File: src/rtl/plrt_pkg.sv
package plrt_pkg;
   localparam int unsigned CLK_HZ          = 25_000_000;
   localparam int unsigned TICK_MS         = 100;
   localparam int unsigned TICK_CYCLES_DEF = CLK_HZ / 1000 * TICK_MS;
   localparam int unsigned DIP_MS          = 15;
   localparam int unsigned DIP_CYCLES_DEF  = CLK_HZ / 1000 * DIP_MS;
   localparam int unsigned RAMP_STEPS      = 256;
   localparam int unsigned STEP_CYCLES_DEF = (TICK_CYCLES_DEF + RAMP_STEPS - 1) / RAMP_STEPS;

   localparam logic [7:0] ADDR_MODE    = 8'h00;
   localparam logic [7:0] ADDR_RIDE    = 8'h04;
   localparam logic [7:0] ADDR_MINOFF  = 8'h08;
   localparam logic [7:0] ADDR_RECOV   = 8'h0c;
   localparam logic [7:0] ADDR_UVTHR   = 8'h10;
   localparam logic [7:0] ADDR_IRQ_ST  = 8'h14;
   localparam logic [7:0] ADDR_IRQ_MSK = 8'h18;
   localparam logic [7:0] ADDR_STATUS  = 8'h1c;
   localparam logic [7:0] ADDR_CTRL    = 8'h20;

   localparam logic [1:0]  MODE_OFF     = 2'h0;
   localparam logic [1:0]  MODE_TIMED   = 2'h1;
   localparam logic [1:0]  MODE_CPU     = 2'h2;
   localparam logic [1:0]  MODE_RST     = 2'h0;
   localparam logic [15:0] RIDE_RST     = 16'h0001;
   localparam logic [15:0] RIDE_MAX     = 16'h00ff;
   localparam logic [15:0] MINOFF_RST   = 16'h0002;
   localparam logic [15:0] MINOFF_MIN   = 16'h0001;
   localparam logic [15:0] MINOFF_MAX   = 16'h0032;
   localparam logic [15:0] RECOV_RST    = 16'h0003;
   localparam logic [15:0] RECOV_MAX    = 16'h0032;
   localparam logic [15:0] UVTHR_RST    = 16'h00be;
   localparam logic [15:0] UVTHR_MIN    = 16'h0096;
   localparam logic [15:0] UVTHR_MAX    = 16'h00d2;
   localparam logic [7:0]  VREF_MAX     = 8'hff;

   localparam int unsigned IRQ_FAULT   = 0;
   localparam int unsigned IRQ_DIP     = 1;
   localparam int unsigned IRQ_RESTART = 2;
   localparam int unsigned CTRL_FCLR   = 0;

   typedef enum logic [6:0] {
      ST_IDLE   = 7'h01,
      ST_RUN    = 7'h02,
      ST_DIP    = 7'h04,
      ST_BLOCK  = 7'h08,
      ST_SEARCH = 7'h10,
      ST_RAMP   = 7'h20,
      ST_FAULT  = 7'h40
   } state_e;
endpackage

File: src/rtl/power_loss_ride_through.sv
// The implementer's own choices: the APB interface to the registers and the placing of the registers.
`timescale 1ns/1ps
module power_loss_ride_through
   import plrt_pkg::*;
#(
   parameter int unsigned TICK_CYCLES = TICK_CYCLES_DEF,
   parameter int unsigned DIP_CYCLES  = DIP_CYCLES_DEF,
   parameter int unsigned STEP_CYCLES = STEP_CYCLES_DEF,
   parameter bit          HIGH_CLASS  = 1'b0
)(
   input  wire logic        pclk,
   input  wire logic        presetn,
   input  wire logic        psel,
   input  wire logic        penable,
   input  wire logic        pwrite,
   input  wire logic [7:0]  paddr,
   input  wire logic [31:0] pwdata,
   output logic [31:0]      prdata,
   output logic             pready,
   output logic             pslverr,
   input  wire logic        run_cmd,
   input  wire logic [15:0] bus_volts,
   input  wire logic        search_done,
   input  wire logic        dc_brake_req,
   output logic             gate_enable,
   output logic             search_start,
   output logic             dc_brake_en,
   output logic [7:0]       volt_ref,
   output logic             undervolt_detect,
   output logic             main_bus_undervolt_fault,
   output logic             irq
);
   localparam int unsigned SCALE  = HIGH_CLASS ? 2 : 1;
   localparam logic [15:0] THR_RST = 16'(UVTHR_RST * SCALE);
   localparam logic [15:0] THR_MIN = 16'(UVTHR_MIN * SCALE);
   localparam logic [15:0] THR_MAX = 16'(UVTHR_MAX * SCALE);

   function automatic logic [15:0] clamp16(input logic [15:0] v,
                                           input logic [15:0] lo,
                                           input logic [15:0] hi);
      clamp16 = (v < lo) ? lo : ((v > hi) ? hi : v);
   endfunction

   logic [1:0]  mode_q;
   logic [7:0]  ride_q;
   logic [7:0]  minoff_q;
   logic [7:0]  recov_q;
   logic [15:0] thr_q;
   logic [2:0]  irq_st_q;
   logic [2:0]  irq_msk_q;
   logic        fclr_q;
   logic        run_s1_q;
   logic        run_s2_q;
   state_e      state_q;
   state_e      state_d;
   logic [31:0] pre_q;
   logic        tick;
   logic [31:0] dip_cnt_q;
   logic [7:0]  ride_ticks_q;
   logic [7:0]  off_ticks_q;
   logic [31:0] sub_q;
   logic [7:0]  step_q;
   logic        below;
   logic        wr_acc;
   logic        rd_setup;
   logic        mapped;
   logic [2:0]  irq_ev;

   assign below    = bus_volts < thr_q;
   assign wr_acc   = psel && penable && pready && pwrite;
   assign rd_setup = psel && !penable && !pwrite;
   assign mapped   = (paddr <= ADDR_CTRL) && (paddr[1:0] == 2'h0);

   // apb: one wait-free access cycle, answer registered at setup
   always_ff @(posedge pclk or negedge presetn)
      if (!presetn)
      begin
         pready  <= 1'b0;
         pslverr <= 1'b0;
         prdata  <= 32'h0;
      end
      else
      begin
         pready  <= psel && !penable;
         pslverr <= psel && !penable && !mapped;
         if (rd_setup)
         begin
            case (paddr)
               ADDR_MODE:    prdata <= {30'h0, mode_q};
               ADDR_RIDE:    prdata <= {24'h0, ride_q};
               ADDR_MINOFF:  prdata <= {24'h0, minoff_q};
               ADDR_RECOV:   prdata <= {24'h0, recov_q};
               ADDR_UVTHR:   prdata <= {16'h0, thr_q};
               ADDR_IRQ_ST:  prdata <= {29'h0, irq_st_q};
               ADDR_IRQ_MSK: prdata <= {29'h0, irq_msk_q};
               ADDR_STATUS:  prdata <= {16'h0, volt_ref, below, state_q};
               default:      prdata <= 32'h0;
            endcase
         end
      end

   // settings are clamped on write so the logic never sees out-of-range values
   always_ff @(posedge pclk or negedge presetn)
      if (!presetn)
      begin
         mode_q    <= MODE_RST;
         ride_q    <= RIDE_RST[7:0];
         minoff_q  <= MINOFF_RST[7:0];
         recov_q   <= RECOV_RST[7:0];
         thr_q     <= THR_RST;
         irq_msk_q <= 3'h0;
      end
      else if (wr_acc)
      begin
         case (paddr)
            ADDR_MODE:    mode_q    <= (pwdata[1:0] > MODE_CPU) ? MODE_CPU : pwdata[1:0];
            ADDR_RIDE:    ride_q    <= 8'(clamp16(pwdata[15:0], 16'h0, RIDE_MAX));
            ADDR_MINOFF:  minoff_q  <= 8'(clamp16(pwdata[15:0], MINOFF_MIN, MINOFF_MAX));
            ADDR_RECOV:   recov_q   <= 8'(clamp16(pwdata[15:0], 16'h0, RECOV_MAX));
            ADDR_UVTHR:   thr_q     <= clamp16(pwdata[15:0], THR_MIN, THR_MAX);
            ADDR_IRQ_MSK: irq_msk_q <= pwdata[2:0];
            default:      mode_q    <= mode_q;
         endcase
      end

   always_ff @(posedge pclk or negedge presetn)
      if (!presetn)
         fclr_q <= 1'b0;
      else
         fclr_q <= wr_acc && (paddr == ADDR_CTRL) && pwdata[CTRL_FCLR];

   // run command is a terminal input, held by the source through an outage
   always_ff @(posedge pclk or negedge presetn)
      if (!presetn)
      begin
         run_s1_q <= 1'b0;
         run_s2_q <= 1'b0;
      end
      else
      begin
         run_s1_q <= run_cmd;
         run_s2_q <= run_s1_q;
      end

   // prescaler restarts on every state change so timed intervals are never short
   always_ff @(posedge pclk or negedge presetn)
      if (!presetn)
         pre_q <= 32'h0;
      else if ((state_q != state_d) || tick)
         pre_q <= 32'h0;
      else
         pre_q <= pre_q + 32'h1;

   assign tick = (pre_q == 32'(TICK_CYCLES - 1));

   always_ff @(posedge pclk or negedge presetn)
      if (!presetn)
         dip_cnt_q <= 32'h0;
      else if (!below || (state_q != ST_RUN))
         dip_cnt_q <= 32'h0;
      else if (dip_cnt_q != 32'(DIP_CYCLES))
         dip_cnt_q <= dip_cnt_q + 32'h1;

   always_ff @(posedge pclk or negedge presetn)
      if (!presetn)
         ride_ticks_q <= 8'h0;
      else if (!below)
         ride_ticks_q <= 8'h0;
      else if (tick && (state_q == ST_DIP) && (ride_ticks_q != 8'hff))
         ride_ticks_q <= ride_ticks_q + 8'h1;

   // time since the output switching was last blocked
   always_ff @(posedge pclk or negedge presetn)
      if (!presetn)
         off_ticks_q <= 8'h0;
      else if (gate_enable)
         off_ticks_q <= 8'h0;
      else if (tick && (off_ticks_q != 8'hff))
         off_ticks_q <= off_ticks_q + 8'h1;

   always_comb
   begin
      state_d = state_q;
      case (state_q)
         ST_IDLE:
            if (run_s2_q && !below)
               state_d = ST_RUN;
         ST_RUN:
            if (!run_s2_q)
               state_d = ST_IDLE;
            else if (below && (mode_q != MODE_OFF))
               state_d = ST_DIP;
            else if (below && (dip_cnt_q == 32'(DIP_CYCLES)))
               state_d = ST_FAULT;
         ST_DIP:
            if (below && (mode_q == MODE_TIMED) && (ride_ticks_q >= ride_q))
               state_d = ST_FAULT;
            else if (!below)
               state_d = run_s2_q ? ST_BLOCK : ST_IDLE;
         ST_BLOCK:
            if (below)
               state_d = ST_DIP;
            else if (off_ticks_q >= minoff_q)
               state_d = ST_SEARCH;
         ST_SEARCH:
            if (below)
               state_d = ST_DIP;
            else if (search_done)
               state_d = ST_RAMP;
         ST_RAMP:
            if (below)
               state_d = ST_DIP;
            else if (volt_ref == VREF_MAX)
               state_d = ST_RUN;
         ST_FAULT:
            if (fclr_q && !below)
               state_d = ST_IDLE;
         default:
            state_d = ST_IDLE;
      endcase
   end

   always_ff @(posedge pclk or negedge presetn)
      if (!presetn)
         state_q <= ST_IDLE;
      else
         state_q <= state_d;

   // voltage ramp: 255 steps, each recov_q sub-periods of STEP_CYCLES, a 256th of the tick
   always_ff @(posedge pclk or negedge presetn)
      if (!presetn)
      begin
         sub_q    <= 32'h0;
         step_q   <= 8'h0;
         volt_ref <= 8'h0;
      end
      else if (state_d == ST_RUN)
      begin
         sub_q    <= 32'h0;
         step_q   <= 8'h0;
         volt_ref <= VREF_MAX;
      end
      else if (state_q != ST_RAMP)
      begin
         sub_q    <= 32'h0;
         step_q   <= 8'h0;
         volt_ref <= 8'h0;
      end
      else if (recov_q == 8'h0)
         volt_ref <= VREF_MAX;
      else if (sub_q == 32'(STEP_CYCLES - 1))
      begin
         sub_q <= 32'h0;
         if (step_q == recov_q - 8'h1)
         begin
            step_q   <= 8'h0;
            volt_ref <= volt_ref + 8'h1;
         end
         else
            step_q <= step_q + 8'h1;
      end
      else
         sub_q <= sub_q + 32'h1;

   always_ff @(posedge pclk or negedge presetn)
      if (!presetn)
      begin
         gate_enable              <= 1'b0;
         search_start             <= 1'b0;
         dc_brake_en              <= 1'b0;
         undervolt_detect         <= 1'b0;
         main_bus_undervolt_fault <= 1'b0;
      end
      else
      begin
         gate_enable  <= (state_d == ST_RUN) || (state_d == ST_SEARCH) || (state_d == ST_RAMP);
         search_start <= (state_q == ST_BLOCK) && (state_d == ST_SEARCH);
         // braking is only allowed once the motor flux has decayed
         dc_brake_en  <= dc_brake_req && (state_q == ST_IDLE) && !gate_enable
                         && (off_ticks_q >= minoff_q);
         undervolt_detect         <= below;
         // recovery states never drive the fault output
         main_bus_undervolt_fault <= (state_d == ST_FAULT);
      end

   assign irq_ev[IRQ_FAULT]   = (state_q != ST_FAULT) && (state_d == ST_FAULT);
   assign irq_ev[IRQ_DIP]     = (state_q == ST_RUN) && (state_d == ST_DIP);
   assign irq_ev[IRQ_RESTART] = (state_q == ST_RAMP) && (state_d == ST_RUN);

   // set wins over write-one-to-clear
   always_ff @(posedge pclk or negedge presetn)
      if (!presetn)
         irq_st_q <= 3'h0;
      else if (wr_acc && (paddr == ADDR_IRQ_ST))
         irq_st_q <= (irq_st_q & ~pwdata[2:0]) | irq_ev;
      else
         irq_st_q <= irq_st_q | irq_ev;

   always_ff @(posedge pclk or negedge presetn)
      if (!presetn)
         irq <= 1'b0;
      else
         irq <= |(irq_st_q & irq_msk_q);
endmodule
File: config.mk
export PLATFORM = sky130hd
export DESIGN_NAME = power_loss_ride_through
export DESIGN_NICKNAME = d
export VERILOG_FILES = /design/src/rtl/plrt_pkg.sv /design/src/rtl/power_loss_ride_through.sv
export SDC_FILE = /design/constraint.sdc
export NUM_CORES = 1
export LEC_CHECK = 0
export BUFFER_PORTS_ARGS = -buffer_cell sky130_fd_sc_hd__buf_2
export CORE_ASPECT_RATIO = 0.9
export CORE_MARGIN = 2
export CORE_UTILIZATION = 23
export CTS_CLUSTER_SIZE = 20
export DETAILED_ROUTE_END_ITERATION = 10
export PLACE_DENSITY_LB_ADDON = 0.1
export SLEW_MARGIN = 20
export SYNTH_ARGS = -nofsm -noshare
export SYNTH_HDL_FRONTEND = slang
export SYNTH_SLANG_ARGS = --single-unit
File: constraint.sdc
create_clock -name pclk -period 3.9 [get_ports pclk]
set_clock_uncertainty 0.2 [all_clocks]
set_input_delay 0.39 -clock pclk [delete_from_list [all_inputs] [get_ports pclk]]
set_output_delay 0.39 -clock pclk [all_outputs]
set_load 0.005 [all_outputs]
Word-level counts from Yosys, hierarchy flattened. Index checks and enable logic that the tools add are counted.

Word-level logic and storage cells: 185. Output and inout bits: 48. Register bits after elaboration: 226. Input port bits: 64.

Equality and inequality tests: 35. Bitwise gates (word level): 5. Magnitude comparators: 11. Mux-type cells: 46. Reductions and logical operators: 53. $add $sub $neg: 8.

Operator list (number): 2-to-1 mux 32 bit (7); 2-to-1 mux 8 bit (19); case mux 16 bit (8 select lines) (1); adder 32 x 1 -> 32 bit (second input constant) (3); 2-to-1 mux 7 bit (13); case mux 7 bit (7 select lines) (1); adder 8 x 1 -> 8 bit (second input constant) (4); == test 32 x 14 -> 1 bit (second input constant) (1); == test 32 x 19 -> 1 bit (second input constant) (1); == test 32 x 22 -> 1 bit (second input constant) (1); == test 8 x 5 -> 1 bit (second input constant) (4); > comparator 16 x 8 -> 1 bit (second input constant) (2); less-than comparator 16 x 1 -> 1 bit (second input constant) (2); 2-to-1 mux 16 bit (2); inequality test 32 x 19 -> 1 bit (second input constant) (1); logical AND 1 bit (26); == test 8 x 4 -> 1 bit (second input constant) (2); >= comparator 8 bit (2); > comparator 16 x 6 -> 1 bit (second input constant) (1); logical NOT 8 bit (2); less-than comparator 16 bit (1); less-than comparator 16 x 8 -> 1 bit (second input constant) (1); inequality test 8 bit (second input constant) (2); AND reduction 2 bit (8); 34 further kinds (51).

Depth between registers and ports, before layout.
Word-level depth: 10. Gate-level depth with buffers: 12.

Worst setup path before layout. Ideal clock, no wire load.

Path kind: input port to flip-flop. Start: input bus_volts[15]. End: register pre_q[2]. Arrival: 2826 ps. Setup time: 133 ps. Required time: 3567 ps. Stages: 11. Setup slack: 741 ps. Cells stage by stage: ha_1 -> and4_1 -> nand4_1 -> o41ai_2 -> or2_1 -> buf_4 -> inv_4 -> mux2i_1 -> mux2i_1 -> buf_2 -> nor3_1.

Cells in the longest elaborated chain, start to end: 9. Elaborated cells on any way between the ends: 22. Classes of those cells: 1 x order compare; 1 x eq/ne; 12 x mux; 8 x reduce/logical.

Ends and longest elaborated chain: start: declaration (RTL line power_loss_ride_through.sv:22) `input wire logic [15:0] bus_volts,`; less-than comparator 16 bit (*) (RTL line power_loss_ride_through.sv:69) `assign below = bus_volts < thr_q;`; net below (RTL line power_loss_ride_through.sv:63) `logic below;`; logical AND 1 bit (RTL line power_loss_ride_through.sv:193) `else if (below && (dip_cnt_q == 32'(DIP_CYCLES)))`; 2-to-1 mux 7 bit (RTL line power_loss_ride_through.sv:193); 2-to-1 mux 7 bit (RTL line power_loss_ride_through.sv:191) `else if (below && (mode_q != MODE_OFF))`; 2-to-1 mux 7 bit (RTL line power_loss_ride_through.sv:189) `if (!run_s2_q)`; case mux 7 bit (7 select lines) (*) (RTL line power_loss_ride_through.sv:184) `case (state_q)`; inequality test 7 bit (*) (RTL line power_loss_ride_through.sv:149) `else if ((state_q != state_d) || tick)`; logical OR 1 bit (*) (RTL line power_loss_ride_through.sv:149); 2-to-1 mux 32 bit (*) (RTL line power_loss_ride_through.sv:149); end signal: assignment (RTL line power_loss_ride_through.sv:152) `pre_q <= pre_q + 32'h1;`; end: declaration (RTL line power_loss_ride_through.sv:56) `logic [31:0] pre_q;`.

The timed path passes the listed nets; every way through them passes the cells marked *. A chain may end at the register's enable or synchronous reset.

Final worst setup path.
Start: register thr_q[1]. End: register pre_q[31].

Cells in the longest elaborated chain, start to end: 9. Elaborated cells on any way between the ends: 22. Classes of those cells: 1 x order compare; 1 x eq/ne; 12 x mux; 8 x reduce/logical.

Ends and longest elaborated chain: start: declaration (RTL line power_loss_ride_through.sv:48) `logic [15:0] thr_q;`; start signal: assignment (RTL line power_loss_ride_through.sv:120) `ADDR_UVTHR: thr_q <= clamp16(pwdata[15:0], THR_MIN, THR_MAX);`; less-than comparator 16 bit (*) (RTL line power_loss_ride_through.sv:69); net below (RTL line power_loss_ride_through.sv:63); logical AND 1 bit (RTL line power_loss_ride_through.sv:193); 2-to-1 mux 7 bit (RTL line power_loss_ride_through.sv:193); 2-to-1 mux 7 bit (RTL line power_loss_ride_through.sv:191); 2-to-1 mux 7 bit (RTL line power_loss_ride_through.sv:189); case mux 7 bit (7 select lines) (*) (RTL line power_loss_ride_through.sv:184); inequality test 7 bit (*) (RTL line power_loss_ride_through.sv:149); logical OR 1 bit (*) (RTL line power_loss_ride_through.sv:149); 2-to-1 mux 32 bit (*) (RTL line power_loss_ride_through.sv:149).

Marks and branches as above.

==> results by group <==
Floorplanning
  • FP Rows: between 70 and 80
  • Die height: about 220 um
  • Die width: approximately 250 um
  • Die ar.: ~54000 sq um
  • CORE AREA: between 50000 and 60000 sq um
  • Ports: 112
  • Initial Util: 23.3%

STA
  • F_max: 0.287 GHz
  • Actual transition at the worst max-transition pin: between 0.8 and 0.9 ns
  • Max-slew violations: 0
  • Tcrit/Tclk final: roughly nine tenths
  • Final hold violations: 0
  • WHS: about 0.020 ns
  • Count of final setup violators: 0
  • Setup_tns: 0 ns
  • Slew HR: 44.8%
  • Min cycle time layout: approximately 3.5 ns
  • Unrepaired setup endpoints after global routing: false

Critical path
  • CP Class: register to register
  • Max FO, Critical Path: 15
  • Req. time, crit path: approximately 4.1 ns
  • FF-to-FF path depth: 11
  • CP Buf/Inv Count: 4
  • Worst Setup End Kind: register
  • Delay-heaviest family, CP: multiplexers
  • Max stage delay on crit path: ~0.55 ns
  • Critical path arrival: about 3.7 ns
  • Critical-path top delay cell: dfstp_2
  • Startpoint types: register
  • R2R Setup Slk: between 0.4 and 0.5 ns
  • Critical Path Stages: 11
  • Critical path cell sequence: inv_1, ha_1, a2111oi_1, buf_4, o41ai_2, or2_1, inv_4, mux2i_1, mux2i_4, buf_12, nor3_1
  • Reg-to-Reg End: pre_q[31]
  • Reg2reg start: thr_q[1]

Yosys
  • Mapped Cells: 1325
  • Yosys reg bits: 210
  • Cell area after synthesis: between 10000 and 15000 sq um
  • Most instantiated cells after synthesis: 199 x dfrtp_1, 148 x nor2_1, 103 x nand2_1
  • Synth area leaders: dfrtp_1 41%, nor2_1 4.6%, ha_1 4.2%
  • Sequential area share after synthesis: between 40 and 50%
  • Yosys warning count: 0
  • Number of enable flip-flop cells after synthesis: 0
  • Ys async rst share: 100%
  • Top FF cell, synth: dfrtp_1
  • Mapped Avg Cell Area: 9.12 sq um
  • Most common cell in the netlist: dfrtp_1
  • Unique masters post-synth: 84
  • Yosys top cell area share: approximately two fifths
  • Synth area leader: dfrtp_1

Drt
  • Routed Wire Length: ~36000 um
  • WL per Instance: between 15 and 20 um
  • DRC viols: 0
  • Drt first pass iters: 5
  • Iter 0 DRT Violations: 540
  • Vias: between 10000 and 15000
  • Post-route ant nets: 0
  • Avg Vias per Cell: roughly 4.7

Placement
  • Buffers on Ports: a little under 80
  • Final GP Congestion: 0.778
  • DP Wirelength: between 20000 and 30000 um
  • Placed inst area: 13400 sq um

Clock tree
  • CTS tree: yes
  • Setup Buffers After CTS: 0
  • Root Driver: clkbuf_16
  • Reg clk slew, reported paths: 0.06 ns
  • CTS sink cnt: 210
  • H-tree levels: 1
  • Worst-Skew Late Latency: around 0.57 ns
  • Cts bufs inserted: 27
  • Longest Clk Path Bufs: 3

Layout
  • Sequential Area: ~5300 sq um
  • Fin util: between 20 and 30%
  • Ant. Diodes: 0
  • Fillers: 5549
  • Nets: between 1500 and 2000
  • Post-route cell area: 14500 sq um
  • Multi-input gate area: 6310 sq um
  • Layout cells sized above 1: between 10% and 20%
  • Syn-to-layout area delta: 19.8%

Power
  • Leak: slightly above 6 nW
  • VDD IR-drop max: 0.299 mV
  • PD cells: approximately 370 nW/um^2
  • Total power: between 0.005 and 0.006 W

Global route
  • Global-route wire length before repair: between 50000 and 60000 um
  • Vias in the first global route: 9760
  • Largest net degree at the start of global routing: between 80 and 90
  • Grt ovf: 0
  • Antenna violations before repair: 1
  • GRT Total Usage: about an eighth

Min path
  • Worst Hold Launch: pwdata[0]
  • Hold path endpoint: mode_q[0]
  • Hold path depth: 3
  • Worst hold path type: primary input to register

Status
  • Status: completed

Flow run
  • Maxcap violations: 0
layer usage:
metal  track usage [%]  share of wire (%)
met1              19.5                 50
met2              20.1                 44
met3              1.77                3.0
met4              3.19                2.2
met5                 0                  0
cells by family after synthesis:
group | synth area share, %
buf+inv | 4.91
fa+ha+maj | 4.25
mux | 1.67
flops | 43.6
xor+xnor | 6.38
compound gates | 14.1
other cells | 0.0310
simple gates | 25.1
layout make-up:
cell class / count / area share [%]
Clock buffer: 44 / 5.80
Tap cell: 688 / 5.95
Inverter: 60 / 1.57
Timing Repair Buffer: 133 / 6.33
Clock inverter: 6 / 0.406
Sequential cell: 210 / 36.4
Multi-Input combinational cell: 999 / 43.6
worst max path at each step:
stage / startpoint / end
global route: thr_q[1] / pre_q[2]
finish: thr_q[1] / pre_q[31]
floorplan: bus_volts[15] / pre_q[2]
global placement: bus_volts[15] / pre_q[31]
detailed placement: bus_volts[15] / pre_q[31]
CTS: thr_q[1] / pre_q[31]
repair_timing:
action	CTS	global route
resized for setup	0	0
hold buffers	17	0
endpoints found under the hold margin	94	0
through the flow:
| step | setup slack (ns) | instances |
|---|---|---|
| finish | 0.421 | 2140 |
| global route | 0.112 | 2140 |
| CTS | 0.379 | 2140 |
| detailed placement | 0.333 | 2073 |
| global placement | 0.324 | 2073 |
| floorplan | 0.741 | 1340 |
state kept, by name, indices dropped and copies added, names as in the netlist, 3 cells and up:
| signal | flops |
|---|---|
| state_q | 7 |
| thr_q | 16 |
| sub_q | 32 |
| volt_ref | 8 |
| off_ticks_q | 8 |
| irq_msk_q | 3 |
| pre_q | 32 |
| dip_cnt_q | 32 |
| ride_q | 8 |
| prdata | 16 |
| irq_st_q | 3 |
| step_q | 8 |
| minoff_q | 8 |
| ride_ticks_q | 8 |
| recov_q | 8 |
layout by cell type, fill, tap and decap left out, types with 7 or more instances in the layout:
| cell type | Yosys | final |
|---|---|---|
| buf_4 | 17 | 32 |
| dfrtp_1 | 199 | 199 |
| a22oi_1 | 12 | 12 |
| nor3_1 | 35 | 35 |
| and4_1 | 11 | 11 |
| clkbuf_1 | 41 | 7 |
| xnor2_1 | 32 | 32 |
| and3_1 | 33 | 33 |
| or3_1 | 16 | 16 |
| nor3b_1 | 9 | 9 |
| ha_1 | 41 | 41 |
| a31oi_1 | 12 | 12 |
| nor3_2 | 29 | 29 |
| nand2_1 | 103 | 103 |
| conb_1 | 1 | 16 |
| or4_1 | 9 | 9 |
| clkbuf_8 | 0 | 10 |
| a221oi_1 | 7 | 7 |
| nor4_1 | 28 | 26 |
| nand3_1 | 54 | 54 |
| buf_2 | 4 | 78 |
| nand2b_1 | 8 | 8 |
| dfstp_2 | 11 | 11 |
| xor2_1 | 56 | 56 |
| dlygate4sd3_1 | 0 | 17 |
| and2_1 | 13 | 13 |
| a21oi_1 | 90 | 90 |
| inv_1 | 59 | 59 |
| o21ai_0 | 82 | 82 |
| nor2_1 | 148 | 146 |
| clkbuf_16 | 0 | 27 |
| nand4_1 | 31 | 31 |
| mux2i_1 | 10 | 9 |
power breakdown:
part | switching, W | internal, W | total (W) | leakage (nW)
registers | 0.0000884 | 0.00227 | 0.00235 | 2.70
clock network | 0.00101 | 0.00153 | 0.00254 | 0.447
logic | 0.000248 | 0.000181 | 0.000430 | 3.01
worst reg2reg max path: stages (launching register included):
cell and delay [ns]:
dfstp_2 0.55, inv_1 0.06, ha_1 0.27, a2111oi_1 0.38
buf_4 0.19, o41ai_2 0.07, or2_1 0.31, inv_4 0.14
mux2i_1 0.36, mux2i_4 0.50, buf_12 0.23, nor3_1 0.07
Note: power is estimated with default switching activity, not from simulation.
